--- src/ssp_defs.svh ---
// Behaviour
// RQ1: delay straps decode to 0, 5/10/20 or 50/100/200 ms; low/open reserved
// RQ2: delays of 0 or 5 ms still wait for the 6 ms initialisation
// RQ3: ramp straps decode to 0/1/2, 5/10/20 or 50/100/200 ms
// RQ4: a zero ramp time turns the output fully on with no timed ramp
// RQ5: a resistor on a lower strap picks a time in 10 ms steps
// RQ6: delay and ramp resistors sampled only at start-up or restore
// RQ7: host may overwrite delay and ramp; zero delay still waits init
// RQ8: output good needs no fault and output within host-set window
// RQ9: output good held off for a delay after all conditions are met
// RQ10: output good delay defaults to the ramp time
// RQ11: host may program output good delay independently of ramp time
// RQ12: clock mode strap: low input, open auto-detect, high output
// RQ13: output mode drives the internal 400 kHz clock, ignores the pin
// RQ14: input mode checks for a clock at each enable and locks to it
// RQ15: external clock 200 kHz to 2 MHz, stable before enable
// RQ16: on external clock loss both power switches turn off within 10 us
// RQ17: auto mode locks to a clock, else strap or resistor picks frequency
// RQ18: auto mode reads the shared pin strap only at power-up
// RQ19: a resistor on the shared pin selects frequency from the table
// RQ20: host frequency is 8 MHz divided by N, N from 4 to 40
// RQ21: frequency readback reports the quantised value actually used
// RQ22: only one controller drives the shared clock, or all take one source
// RQ23: delay starts at enable; ramp starts when the delay expires
// RQ24: 10 to 20 ms configuration after reset or restore ignores enable, bus
// RQ25: each three-level strap resolves once into a held two-bit code
`ifndef SSP_DEFS_SVH
`define SSP_DEFS_SVH
// ==========================================
// timing
`define SSP_CLK_MHZ 32'h64
`define SSP_US_PER_MS 32'h3e8
`define SSP_CFG_MS 9'h00f
`define SSP_INIT_MS 8'h06
`define SSP_DET_US 32'h0a
`define SSP_LOSS_US 32'h08
`define SSP_OSC_STEP 5'h02
`define SSP_OSC_MOD 5'h19
// ==========================================
// strap codes and tables
`define SSP_LVL_LOW 2'h0
`define SSP_LVL_OPEN 2'h1
`define SSP_LVL_HIGH 2'h2
`define SSP_ROW_OPEN_MS 8'h05
`define SSP_ROW_HIGH_MS 8'h32
`define SSP_RES_STEP_MS 8'h0a
`define SSP_RES_MAX_IDX 5'h14
`define SSP_N_LOW 6'h28
`define SSP_N_DEF 6'h14
`define SSP_N_HIGH 6'h08
`define SSP_N_MIN 6'h04
`define SSP_N_MAX 6'h28
`define SSP_BASE_KHZ 16'h1f40
// ==========================================
// register map
`define SSP_REG_CTRL 8'h00
`define SSP_REG_DELAY 8'h04
`define SSP_REG_RAMP 8'h08
`define SSP_REG_PGDLY 8'h0c
`define SSP_REG_FREQN 8'h10
`define SSP_REG_PGWIN 8'h14
`define SSP_REG_STATUS 8'h18
`define SSP_REG_FREQ 8'h1c
`define SSP_PGWIN_LO_RST 8'hf6
`define SSP_PGWIN_HI_RST 8'h0f
`endif

--- src/ssp_pkg.sv ---
package ssp_pkg;
  typedef enum logic [2:0] {
    SSP_CONFIG,
    SSP_READY,
    SSP_DELAY,
    SSP_RAMP,
    SSP_ON
  } ssp_state_t;
  typedef enum logic [1:0] {
    SSP_CLK_IN,
    SSP_CLK_AUTO,
    SSP_CLK_OUT
  } ssp_clk_mode_t;
endpackage

--- src/ssp_seq_core.sv ---
// The APB register port and the register addresses were left to the implementer.
`timescale 1ns/1ps
`include "ssp_defs.svh"
module ssp_seq_core #(
  parameter int MS_CYCLES = `SSP_CLK_MHZ * `SSP_US_PER_MS,
  parameter int ADDR_W = 8
) (
  input wire logic clk,
  input wire logic rst_n,
  input wire logic psel,
  input wire logic penable,
  input wire logic pwrite,
  input wire logic [ADDR_W-1:0] paddr,
  input wire logic [31:0] pwdata,
  output logic [31:0] prdata,
  output logic pready,
  output logic pslverr,
  input wire logic enable,
  input wire logic [1:0] delay_strap_hi,
  input wire logic [1:0] delay_strap_lo,
  input wire logic [1:0] ramp_strap_hi,
  input wire logic [1:0] ramp_strap_lo,
  input wire logic [1:0] clock_cfg_strap,
  input wire logic [1:0] sync_pin_strap,
  input wire logic delay_res_present,
  input wire logic ramp_res_present,
  input wire logic sync_res_present,
  input wire logic [4:0] delay_res_index,
  input wire logic [4:0] ramp_res_index,
  input wire logic [4:0] sync_res_index,
  input wire logic sync_in,
  output logic sync_out,
  output logic sync_oe,
  input wire logic fault,
  input wire logic signed [7:0] vout_dev_pct,
  input wire logic hs_drive_req,
  input wire logic ls_drive_req,
  output logic high_side_switch,
  output logic low_side_switch,
  output logic sw_tick,
  output logic ramp_active,
  output logic output_good
);
  localparam int MSW = $clog2(MS_CYCLES);
  localparam int DET_CYC = `SSP_DET_US * `SSP_CLK_MHZ;
  localparam int LOSS_CYC = `SSP_LOSS_US * `SSP_CLK_MHZ;

  // ==========================================
  // table functions
  function automatic logic [7:0] strap_ms(input logic [1:0] hi,
    input logic [1:0] lo, input logic rp, input logic [4:0] idx,
    input logic dly);
    logic [7:0] mult;
    mult = (lo == `SSP_LVL_LOW) ? 8'h01 :
           (lo == `SSP_LVL_HIGH) ? 8'h04 : 8'h02;
    if (rp)
      return (idx > `SSP_RES_MAX_IDX) ? 8'(`SSP_RES_MAX_IDX * 10) :
             8'(idx * `SSP_RES_STEP_MS); // RQ5
    else if (hi == `SSP_LVL_LOW)
      return dly ? 8'h00 : (mult >> 1); // RQ1 RQ3
    else if (hi == `SSP_LVL_HIGH)
      return 8'(mult * `SSP_ROW_HIGH_MS);
    else
      return 8'(mult * `SSP_ROW_OPEN_MS);
  endfunction

  function automatic logic [5:0] res_to_n(input logic [4:0] idx);
    unique case (idx)
      5'h00: return 6'h28;
      5'h01: return 6'h24;
      5'h02: return 6'h21;
      5'h03: return 6'h1e;
      5'h04: return 6'h1b;
      5'h05: return 6'h19;
      5'h06: return 6'h16;
      5'h07: return 6'h14;
      5'h08: return 6'h13;
      5'h09: return 6'h11;
      5'h0a: return 6'h0f;
      5'h0b: return 6'h0e;
      5'h0c: return 6'h0d;
      5'h0d: return 6'h0c;
      5'h0e: return 6'h0b;
      5'h10: return 6'h09;
      5'h11: return 6'h08;
      5'h12: return 6'h07;
      5'h14: return 6'h06;
      5'h16: return 6'h05;
      5'h18: return 6'h04;
      default: return `SSP_N_DEF;
    endcase
  endfunction

  // ==========================================
  // pin synchronisers
  logic [31:0] pin_s1;
  logic [31:0] pin_s2;
  logic sync_d;
  always_ff @(posedge clk or negedge rst_n)
    if (!rst_n)
    begin
      pin_s1 <= 32'h0;
      pin_s2 <= 32'h0;
      sync_d <= 1'b0;
    end
    else
    begin
      pin_s1 <= {enable, sync_in, delay_strap_hi, delay_strap_lo,
                 ramp_strap_hi, ramp_strap_lo, clock_cfg_strap,
                 sync_pin_strap, delay_res_present, ramp_res_present,
                 sync_res_present, delay_res_index, ramp_res_index,
                 sync_res_index};
      pin_s2 <= pin_s1;
      sync_d <= pin_s2[30];
    end
  wire en_s = pin_s2[31];
  wire ext_edge = pin_s2[30] & ~sync_d;

  // ==========================================
  // millisecond tick
  logic [MSW-1:0] ms_cnt;
  logic ms_tick;
  always_ff @(posedge clk or negedge rst_n)
    if (!rst_n)
    begin
      ms_cnt <= '0;
      ms_tick <= 1'b0;
    end
    else if (ms_cnt == MSW'(MS_CYCLES - 1))
    begin
      ms_cnt <= '0;
      ms_tick <= 1'b1;
    end
    else
    begin
      ms_cnt <= ms_cnt + 1'b1;
      ms_tick <= 1'b0;
    end

  // ==========================================
  // host registers and latched straps
  ssp_pkg::ssp_state_t state;
  ssp_pkg::ssp_clk_mode_t clk_mode;
  logic [8:0] seq_ms;
  logic [7:0] dly_pin, ramp_pin, dly_host, ramp_host, pgd_host;
  logic dly_ovr, ramp_ovr, pgd_ovr, freq_ovr, sync_taken;
  logic [5:0] auto_n, host_n;
  logic signed [7:0] win_lo, win_hi;
  logic locked, lost, detecting;
  wire busy = (state == ssp_pkg::SSP_CONFIG);
  logic mapped;
  wire wr_ok = psel & penable & pwrite & mapped & ~busy; // RQ24
  wire [7:0] addr8 = 8'(paddr);
  wire restore_req = wr_ok & (addr8 == `SSP_REG_CTRL) & pwdata[0];
  wire cfg_done = busy & ms_tick & (seq_ms == `SSP_CFG_MS - 9'h001);
  wire [7:0] dly_eff = dly_ovr ? dly_host : dly_pin; // RQ7
  wire [7:0] ramp_eff = ramp_ovr ? ramp_host : ramp_pin;
  wire [7:0] pgd_eff = pgd_ovr ? pgd_host : ramp_eff; // RQ10 RQ11
  wire [5:0] n_eff = freq_ovr ? host_n : auto_n;
  // short delays stretch to cover the internal initialisation
  wire [7:0] wait_ms = (dly_eff < `SSP_INIT_MS) ? `SSP_INIT_MS
                                                : dly_eff; // RQ2

  always_ff @(posedge clk or negedge rst_n)
    if (!rst_n)
    begin
      dly_pin <= 8'h00;
      ramp_pin <= 8'h00;
      clk_mode <= ssp_pkg::SSP_CLK_AUTO;
      auto_n <= `SSP_N_DEF;
      sync_taken <= 1'b0;
    end
    else if (cfg_done)
    begin
      // resistors and straps are caught here only, never tracked
      dly_pin <= strap_ms(pin_s2[29:28], pin_s2[27:26], pin_s2[17],
                          pin_s2[14:10], 1'b1); // RQ1 RQ6 RQ25
      ramp_pin <= strap_ms(pin_s2[25:24], pin_s2[23:22], pin_s2[16],
                           pin_s2[9:5], 1'b0); // RQ3 RQ6 RQ25
      if (!sync_taken)
      begin
        sync_taken <= 1'b1; // RQ18
        unique case (pin_s2[21:20])
          `SSP_LVL_LOW: clk_mode <= ssp_pkg::SSP_CLK_IN; // RQ12
          `SSP_LVL_HIGH: clk_mode <= ssp_pkg::SSP_CLK_OUT;
          default: clk_mode <= ssp_pkg::SSP_CLK_AUTO;
        endcase
        if (pin_s2[21:20] != `SSP_LVL_OPEN || pin_s2[15])
          auto_n <= `SSP_N_DEF; // RQ13
        else if (pin_s2[19:18] == `SSP_LVL_LOW)
          auto_n <= `SSP_N_LOW; // RQ17
        else if (pin_s2[19:18] == `SSP_LVL_HIGH)
          auto_n <= `SSP_N_HIGH;
        else
          auto_n <= `SSP_N_DEF;
        if (pin_s2[21:20] == `SSP_LVL_OPEN && pin_s2[15])
          auto_n <= res_to_n(pin_s2[4:0]); // RQ19
      end
    end

  always_ff @(posedge clk or negedge rst_n)
    if (!rst_n)
    begin
      {dly_ovr, ramp_ovr, pgd_ovr, freq_ovr} <= 4'h0;
      dly_host <= 8'h00;
      ramp_host <= 8'h00;
      pgd_host <= 8'h00;
      host_n <= `SSP_N_DEF;
      win_lo <= `SSP_PGWIN_LO_RST;
      win_hi <= `SSP_PGWIN_HI_RST;
    end
    else if (restore_req)
      {dly_ovr, ramp_ovr, pgd_ovr, freq_ovr} <= 4'h0;
    else if (wr_ok)
      unique case (addr8)
        `SSP_REG_DELAY:
        begin
          dly_host <= pwdata[7:0]; // RQ7
          dly_ovr <= 1'b1;
        end
        `SSP_REG_RAMP:
        begin
          ramp_host <= pwdata[7:0];
          ramp_ovr <= 1'b1;
        end
        `SSP_REG_PGDLY:
        begin
          pgd_host <= pwdata[7:0]; // RQ11
          pgd_ovr <= 1'b1;
        end
        `SSP_REG_FREQN:
          // out-of-range divisors are dropped, keeping 200 kHz..2 MHz
          if (pwdata[5:0] >= `SSP_N_MIN && pwdata[5:0] <= `SSP_N_MAX
              && pwdata[31:6] == 26'h0)
          begin
            host_n <= pwdata[5:0]; // RQ20
            freq_ovr <= 1'b1;
          end
        `SSP_REG_PGWIN:
        begin
          win_lo <= pwdata[7:0]; // RQ8
          win_hi <= pwdata[15:8];
        end
        default: ;
      endcase

  // ==========================================
  // start-up sequence
  always_ff @(posedge clk or negedge rst_n)
    if (!rst_n)
    begin
      state <= ssp_pkg::SSP_CONFIG;
      seq_ms <= 9'h000;
    end
    else if (restore_req)
    begin
      state <= ssp_pkg::SSP_CONFIG; // RQ24
      seq_ms <= 9'h000;
    end
    else
      unique case (state)
        ssp_pkg::SSP_CONFIG:
          if (cfg_done)
          begin
            state <= ssp_pkg::SSP_READY;
            seq_ms <= 9'h000;
          end
          else if (ms_tick)
            seq_ms <= seq_ms + 9'h001;
        ssp_pkg::SSP_READY:
          if (en_s)
          begin
            state <= ssp_pkg::SSP_DELAY; // RQ23
            seq_ms <= 9'h000;
          end
        ssp_pkg::SSP_DELAY:
          if (!en_s)
            state <= ssp_pkg::SSP_READY;
          else if (ms_tick)
          begin
            if (seq_ms + 9'h001 >= {1'b0, wait_ms})
            begin
              state <= ssp_pkg::SSP_RAMP; // RQ23
              seq_ms <= 9'h000;
            end
            else
              seq_ms <= seq_ms + 9'h001;
          end
        ssp_pkg::SSP_RAMP:
          if (!en_s)
            state <= ssp_pkg::SSP_READY;
          else if (ramp_eff == 8'h00)
            state <= ssp_pkg::SSP_ON; // RQ4
          else if (ms_tick)
          begin
            if (seq_ms + 9'h001 >= {1'b0, ramp_eff})
              state <= ssp_pkg::SSP_ON;
            else
              seq_ms <= seq_ms + 9'h001;
          end
        ssp_pkg::SSP_ON:
          if (!en_s)
            state <= ssp_pkg::SSP_READY;
        default:
          state <= ssp_pkg::SSP_CONFIG;
      endcase

  // ==========================================
  // external clock detection and loss
  wire start_det = (state == ssp_pkg::SSP_READY) & en_s;
  logic [$clog2(DET_CYC)-1:0] det_cnt;
  logic [$clog2(LOSS_CYC)-1:0] gap_cnt;
  logic [1:0] edges;
  always_ff @(posedge clk or negedge rst_n)
    if (!rst_n)
    begin
      detecting <= 1'b0;
      locked <= 1'b0;
      lost <= 1'b0;
      det_cnt <= '0;
      gap_cnt <= '0;
      edges <= 2'h0;
    end
    else if (start_det)
    begin
      // output mode never samples the pin
      detecting <= (clk_mode != ssp_pkg::SSP_CLK_OUT); // RQ13 RQ14
      locked <= 1'b0;
      lost <= 1'b0;
      det_cnt <= '0;
      edges <= 2'h0;
    end
    else if (!en_s)
    begin
      detecting <= 1'b0;
      locked <= 1'b0;
      lost <= 1'b0;
    end
    else if (detecting)
    begin
      det_cnt <= det_cnt + 1'b1;
      gap_cnt <= '0;
      if (ext_edge && edges != 2'h2)
        edges <= edges + 2'h1;
      if (det_cnt == ($clog2(DET_CYC))'(DET_CYC - 1))
      begin
        detecting <= 1'b0;
        locked <= (edges == 2'h2); // RQ14 RQ17
        // input mode without a clock holds the switches off from the end of the search on
        lost <= (edges != 2'h2) && (clk_mode == ssp_pkg::SSP_CLK_IN);
      end
    end
    else if (locked)
    begin
      if (ext_edge)
        gap_cnt <= '0;
      else if (gap_cnt == ($clog2(LOSS_CYC))'(LOSS_CYC - 1))
      begin
        locked <= 1'b0;
        lost <= 1'b1; // RQ16
      end
      else
        gap_cnt <= gap_cnt + 1'b1;
    end

  // ==========================================
  // internal oscillator: 8 MHz by fractional step, then divide by N
  logic [4:0] osc_acc;
  logic [5:0] div_cnt;
  logic tick8;
  wire [4:0] acc_sum = osc_acc + `SSP_OSC_STEP;
  always_ff @(posedge clk or negedge rst_n)
    if (!rst_n)
    begin
      osc_acc <= 5'h00;
      tick8 <= 1'b0;
      div_cnt <= 6'h00;
    end
    else
    begin
      tick8 <= (acc_sum >= `SSP_OSC_MOD);
      osc_acc <= (acc_sum >= `SSP_OSC_MOD) ? acc_sum - `SSP_OSC_MOD
                                           : acc_sum;
      if (tick8)
        div_cnt <= (div_cnt >= n_eff - 6'h01) ? 6'h00
                                              : div_cnt + 6'h01; // RQ20
    end
  wire osc_tick = tick8 & (div_cnt == 6'h00);

  always_ff @(posedge clk or negedge rst_n)
    if (!rst_n)
    begin
      sync_out <= 1'b0;
      sync_oe <= 1'b0;
      sw_tick <= 1'b0;
    end
    else
    begin
      sync_oe <= (clk_mode == ssp_pkg::SSP_CLK_OUT) & ~busy; // RQ13
      sync_out <= (div_cnt < {1'b0, n_eff[5:1]});
      if (locked)
        sw_tick <= ext_edge; // RQ14
      else
        sw_tick <= osc_tick & (clk_mode != ssp_pkg::SSP_CLK_IN);
    end

  // ==========================================
  // power switch gating
  wire run = (state == ssp_pkg::SSP_RAMP || state == ssp_pkg::SSP_ON)
             & ~lost;
  always_ff @(posedge clk or negedge rst_n)
    if (!rst_n)
    begin
      high_side_switch <= 1'b0;
      low_side_switch <= 1'b0;
      ramp_active <= 1'b0;
    end
    else
    begin
      high_side_switch <= hs_drive_req & run; // RQ16
      low_side_switch <= ls_drive_req & run; // RQ16
      ramp_active <= (state == ssp_pkg::SSP_RAMP) & ~lost;
    end

  // ==========================================
  // output good
  wire pg_cond = (state == ssp_pkg::SSP_ON) & ~fault & ~lost &
                 (vout_dev_pct >= win_lo) & (vout_dev_pct <= win_hi);
  logic [7:0] pg_ms;
  always_ff @(posedge clk or negedge rst_n)
    if (!rst_n)
    begin
      output_good <= 1'b0;
      pg_ms <= 8'h00;
    end
    else if (!pg_cond)
    begin
      output_good <= 1'b0; // RQ8
      pg_ms <= 8'h00;
    end
    else if (!output_good)
    begin
      if (pgd_eff == 8'h00 ||
          (ms_tick && pg_ms + 8'h01 >= pgd_eff))
        output_good <= 1'b1; // RQ9
      else if (ms_tick)
        pg_ms <= pg_ms + 8'h01;
    end

  // ==========================================
  // register bus
  logic [31:0] rd_val;
  always_comb
  begin
    rd_val = 32'h0;
    mapped = 1'b1;
    unique case (addr8)
      `SSP_REG_CTRL: rd_val = 32'h0;
      `SSP_REG_DELAY: rd_val = {24'h0, dly_eff};
      `SSP_REG_RAMP: rd_val = {24'h0, ramp_eff};
      `SSP_REG_PGDLY: rd_val = {24'h0, pgd_eff};
      `SSP_REG_FREQN: rd_val = {26'h0, n_eff};
      `SSP_REG_PGWIN: rd_val = {16'h0, win_hi, win_lo};
      `SSP_REG_STATUS:
        rd_val = {22'h0, detecting, clk_mode, lost, locked, output_good,
                  state == ssp_pkg::SSP_ON, state == ssp_pkg::SSP_RAMP,
                  state == ssp_pkg::SSP_DELAY, ~busy};
      `SSP_REG_FREQ:
        rd_val = {16'h0, 16'(`SSP_BASE_KHZ / {10'h0, n_eff})}; // RQ21
      default: mapped = 1'b0;
    endcase
    if (paddr != ADDR_W'(addr8))
      mapped = 1'b0;
  end

  always_ff @(posedge clk or negedge rst_n)
    if (!rst_n)
      prdata <= 32'h0;
    else if (psel && !penable)
      prdata <= rd_val;

  assign pready = 1'b1;
  assign pslverr = psel & penable & (~mapped | busy); // RQ24
endmodule

--- config.mk ---
export PLATFORM = sky130hd
export DESIGN_NAME = ssp_seq_core
export DESIGN_NICKNAME = d
export VERILOG_FILES = /design/src/ssp_pkg.sv /design/src/ssp_seq_core.sv
export VERILOG_INCLUDE_DIRS = /design/src
export SDC_FILE = /design/constraint.sdc
export NUM_CORES = 1
export LEC_CHECK = 0
export BUFFER_PORTS_ARGS = -buffer_cell sky130_fd_sc_hd__buf_2
export CAP_MARGIN = 20
export CORE_AREA = 2 2 214 216
export CTS_CLUSTER_DIAMETER = 100
export DETAILED_ROUTE_END_ITERATION = 10
export DIE_AREA = 0 0 216 218
export PLACE_DENSITY = 0.54
export SLEW_MARGIN = 20
export SYNTH_ARGS = -nofsm -noshare
export SYNTH_HDL_FRONTEND = slang
export SYNTH_SLANG_ARGS = --single-unit
--- constraint.sdc ---
create_clock -name clk -period 39.4 [get_ports clk]
set_input_delay 7.88 -clock clk [delete_from_list [all_inputs] [get_ports clk]]
set_output_delay 7.88 -clock clk [all_outputs]
set_load 0.02 [all_outputs]
# Word level (Yosys, flattened, before mapping)
# Memories as Yosys holds them, arrays and structs flattened.
# Index checks and enable logic that the tools add are counted.
op_classes:
  add_sub_neg: 10
  n_mul: 6
  div_mod_pow: 1
  magnitude_cmp: 13
  eq_ne: 49
  muxes: 102
  bitwise: 31
  n_reduce_logical: 54
op_table:
  columns: ["cell", "n"]
  rows:
  - ["2-to-1 mux 8 bit", 16]
  - ["case mux 16 bit (7 select lines)", 1]
  - ["2-to-1 mux 9 bit", 11]
  - ["2-to-1 mux 10 bit", 7]
  - ["2-to-1 mux 3 bit", 15]
  - ["2-to-1 mux 1 bit", 37]
  - ["case mux 9 bit (4 select lines)", 1]
  - ["== test 8 x 5 -> 1 bit (second input constant)", 4]
  - ["2-to-1 mux 6 bit", 5]
  - ["!= test 3 bit (second input constant)", 9]
  - ["zero test 26 bit", 1]
  - ["zero test 8 bit", 3]
  - ["bitwise AND 1 bit", 22]
  - ["nonzero test 2 bit", 11]
  - ["AND reduction 3 bit", 7]
  - ["adder 10 x 1 -> 10 bit (second input constant)", 2]
  - ["== test 10 bit (second input constant)", 2]
  - ["greater-or-equal comparator 9 x 8 -> 1 bit", 2]
  - ["adder 17 x 1 -> 17 bit (second input constant)", 1]
  - ["== test 17 bit (second input constant)", 1]
  - ["2-to-1 mux 17 bit", 1]
  - ["divider 13 x 6 -> 16 bit (first input constant)", 1]
  - ["== test 2 bit (second input constant)", 8]
  - ["== test 8 x 4 -> 1 bit (second input constant)", 2]
  - ["other kinds (50)", 96]
totals:
  register_bits: 254
  mem_bits_ro: 192
  inputBits: 88
  out_inout_bits: 41
  n_memories: 1
mem_list:
  columns: ["memory", "words", "width", "read_ports", "rd_ports_with_merged_regs", "write_ports", "line_no", "text"]
  rows:
  - ["(no name shown)", 32, 6, 1, 0, 0, "ssp_seq_core.sv:68", "unique case (idx)"]

# Longest topological paths before layout
logic_depth:
  ltp_word: 9
  ltp_mapped: 153
  depth_no_buf: 141

# Least setup slack after synthesis
# No wires, ideal clock.
synth_path:
  path_kind: "reg-to-reg"
  startpoint: "register freq_ovr"
  endpoint: "register prdata[0]"
  setup_time_ns: 0.133
  t_arrival_ns: 26.950
  t_required_ns: 39.267
  path_slack_ns: 12.317
  path_stages_with_launch: 143
  n_path_buf: 13
  synth_period_minus_slack_ns: 27.083
  cell_sequence: "dfrtp_1 mux2_4 inv_2 clkbuf_1 clkbuf_1 buf_1 ha_1 clkbuf_1 nand2_1 nor2_1 ha_1 xnor2_1 nor2_1 ha_1 o21ai_0 a2bb2oi_2 o21ai_1 o31ai_1 [107 not listed] a21o_1 a21o_1 a31oi_2 o21ai_2 and4bb_1 buf_4 mux2i_1 o21bai_1 ha_1 a21oi_1 nor2b_1 o21ai_0 nand2b_1 a21oi_1 and3_1 o211ai_1 o41ai_2 nand3_1"
synth_between:
  elab_chain_cells: 3
synth_lines:
  columns: ["element", "line_no", "text"]
  rows:
  - ["start: declaration", "ssp_seq_core.sv:146", "logic dly_ovr, ramp_ovr, pgd_ovr, freq_ovr, sync_taken;"]
  - ["start signal: assignment", "ssp_seq_core.sv:204", "{dly_ovr, ramp_ovr, pgd_ovr, freq_ovr} <= 4'h0;"]
  - ["start signal: assignment", "ssp_seq_core.sv:213", "{dly_ovr, ramp_ovr, pgd_ovr, freq_ovr} <= 4'h0;"]
  - ["start signal: assignment", "ssp_seq_core.sv:237", "freq_ovr <= 1'b1;"]
  - ["2-to-1 mux 6 bit (*)", "ssp_seq_core.sv:159", "wire [5:0] n_eff = freq_ovr ? host_n : auto_n;"]
  - ["divider 13 x 6 -> 16 bit (no source line)", null, null]
  - ["case mux 16 bit (7 select lines) (*)", "ssp_seq_core.sv:457", "unique case (addr8)"]
  - ["end signal: assignment", "ssp_seq_core.sv:480", "prdata <= rd_val;"]
  - ["end: declaration", "ssp_seq_core.sv:15", "output logic [31:0] prdata,"]
# Mark *: on every way between the ends. The rest lies on a longest branch, timed or not.
# A chain may end at the register's enable or synchronous reset.

# Worst setup path after layout
# Same ends and word-level chain as after synthesis.

==> impl_metrics.csv <==
group,metric,value,unit
layout,seqCellArea,5970,um^2
global_routing,grt-ovfl-total,0,
global_routing,grt_pass1_wl,80700,um
clock_network,numCtsBuffers,29,
setup_path,critPathMaxStageDelay,0.78,ns
die,rows,78,
synthesis,synth_flop_cell,"dfrtp_1",
clock_network,clock-sinks,238,
synthesis,ys_ff_latch,238,
worst_hold_path,holdCritPathClass,"reg -> reg",
layout,multiInputGateArea,11200,um^2
synthesis,syn-cell-area,17800,um^2
worst_hold_path,hold_depth,0,
clock_network,post_cts_buffers,0,
synthesis,synth_area_per_cell,9.01,um^2
timing,post-route-period-util,0.824,
placement,globalplace.congestion,0.877,
layout,drive_gt1_frac,0.158,
clock_network,clockBufferDepth,3,
timing,setup_viol,0,
clock_network,ctsResizeCount,0,
pwr,powerDensity,32.2,nW/um^2
setup_path,r2r_start,"freq_ovr",
timing,fmax,30.8,MHz
timing,fin_ws,6.94,ns
run,max_cap_violations,0,
die,core,44900,um^2
global_routing,grt_max_degree,88,
pwr,peakVddDrop,0.0404,mV
setup_path,start_kind,"register",
detailed_routing,drt_iter0_drc,883,
worst_hold_path,holdPathEnd,"pin_s2[14]",
layout,area_growth,11.6,%
layout,layout.nets,2305,
setup_path,crit_slowest_cell,"a21oi_1",
die,fp.dieH,218,um
clock_network,cts_max_level,1,
setup_path,crit_required,39.84,ns
synthesis,synth_edf_count,0,
timing,slew_headroom,0.322,
global_routing,antenna_found_initial,2,
detailed_routing,dr.pass1.iters,5,
placement,dp_cells,2636,
timing,rsz0062_at_grt,"no",
global_routing,grt_pass1_vias,15084,
layout,n_fill_cell,4445,
global_routing,globalRouteTotalUtil,0.214,
setup_path,worst-r2r-cell-count,132,
timing,worstMarginPinSlew,0.997,ns
timing,setup_tns,0,ns
layout,final_cell_mix,"dfrtp_1 (223), nand2_1 (176), nor2_1 (162)",
placement,portBuffers,111,
synthesis,ys_warn_count,0,
clock_network,cts_tree,"built",
setup_path,end_kind,"register",
timing,hold_violations,0,
synthesis,async_flop_share,1.00,
run_status,status,"finished clean",
clock_network,clk_pin_slew_worst_paths,0.06,ns
timing,finClkSkew,0.0215,ns
synthesis,yosysSeqAreaShare,0.336,
die,die_area,47100,um^2
layout,fin_util,0.443,
pwr,leakagePower,8.67,nW
layout,diodes,0,
clock_network,cts_root_buf,"clkbuf_16",
setup_path,cp_common_cell,"ha_1",
setup_path,worstPathMaxFanout,34,
worst_hold_path,min_from,"pin_s1[14]",
die,fp.dieW,216,um
placement,pre_cts_ws,7.41,ns
pwr,finalPower,0.639,mW
detailed_routing,drc,0,
placement,hpwl,38300,um
layout,layoutNonFillerInstCount,2688,
synthesis,yosysUniqueCellTypes,119,
detailed_routing,wl,50600,um
die,ios,129,
timing,fin_crit,32.46,ns
die,start_util,0.396,
detailed_routing,avgRoutedWirePerCell,18.8,um
setup_path,cp.arrival,32.90,ns
clock_network,clock_latency,0.58,ns
detailed_routing,postRouteAntennaNets,0,
setup_path,critical_path_class,"reg -> reg",
detailed_routing,vias,15136,
clock_network,holdBufCountCts,0,
setup_path,r2r-end,"prdata[0]",
detailed_routing,routed_via_density,5.63,
timing,slew_viol_final,0,
synthesis,netlist_instances,1975,
setup_path,rrSetupSlack,6.94,ns
layout,final_common_cell,"dfrtp_1",
## worst max-delay path, delay by kind of cell, from the launching register on
| kind | cells | cell delay, ns |
|---|---|---|
| compound gates | 63 | 13.98 |
| simple gates | 46 | 9.82 |
| fa+ha+maj | 16 | 5.27 |
| mux | 4 | 1.42 |
| flops | 1 | 0.73 |
| buf+inv | 2 | 0.70 |
| xor+xnor | 1 | 0.30 |
## metrics by stage
stage	hold WS, ns	instance area, um^2
6_report	0.345	19900
2_1_floorplan	0.331	17900
3_3_place_gp	0.331	18900
4_1_cts	0.346	19900
3_5_place_dp	0.335	18900
5_1_grt	0.355	19900
## synthesized netlist by cell type (22+ instances only)
master	count	area, um^2
nor3_1	41	205
nand2b_1	59	369
nand3_1	45	225
clkbuf_1	43	161
mux2i_1	35	350
nor2_1	162	608
nand2_1	176	661
ha_1	148	1850
o21a_1	29	218
o21ai_0	153	766
xor2_1	49	429
a31oi_1	22	138
xnor2_1	41	359
and3_1	27	169
mux2_2	67	754
inv_1	71	267
a21oi_1	112	561
nand4_1	34	213
dfrtp_1	223	5580
nor2b_1	37	231
a21o_1	26	195
## flip-flops by register name (all words and copies together), names as in the netlist, 9 cells and up
signal   count
det_cnt     10
gap_cnt     10
ms_cnt      17
pin_s1      32
pin_s2      32
prdata      16
seq_ms       9
## layout make-up
class	instances	share of cell area
Multi-Input combinational cell	1601	0.564
Sequential cell	238	0.301
Clock inverter	16	0.0106
Clock buffer	36	0.0399
Timing Repair Buffer	124	0.0334
Tap cell	600	0.0378
Inverter	73	0.0138
## metal layers
layer	GRT usage	wire (um)
met2	0.375	24400
met4	0.0710	1570
met3	0.0326	2360
met1	0.270	22300
met5	0	0
## power breakdown
part           total [mW]  switching (mW)  internal (mW)
clock network       0.279           0.110          0.169
logic              0.0890          0.0544         0.0346
registers           0.271          0.0159          0.255
total               0.639           0.180          0.459
## worst max path at each step
stage | start | end | slack [ns] | cells after the start
after floorplan | freq_ovr | prdata[0] | 12.32 | 142
after global placement | freq_ovr | prdata[0] | 8.54 | 132
after detailed placement | freq_ovr | prdata[0] | 7.41 | 132
after CTS | freq_ovr | prdata[0] | 7.32 | 132
after global routing | freq_ovr | prdata[0] | 4.11 | 133
final | freq_ovr | prdata[0] | 6.94 | 132
## kinds of logic after synthesis
kind of cell	share of synthesized area
AOI/OAI and AO/OA	0.205
adders and majority gates	0.107
buffers and inverters	0.0389
DFF	0.336
xor gates and xnor gates	0.0443
muxes	0.0637
and+or+nand+nor	0.205
other	0.000422
(Power assumes the default switching activity.)
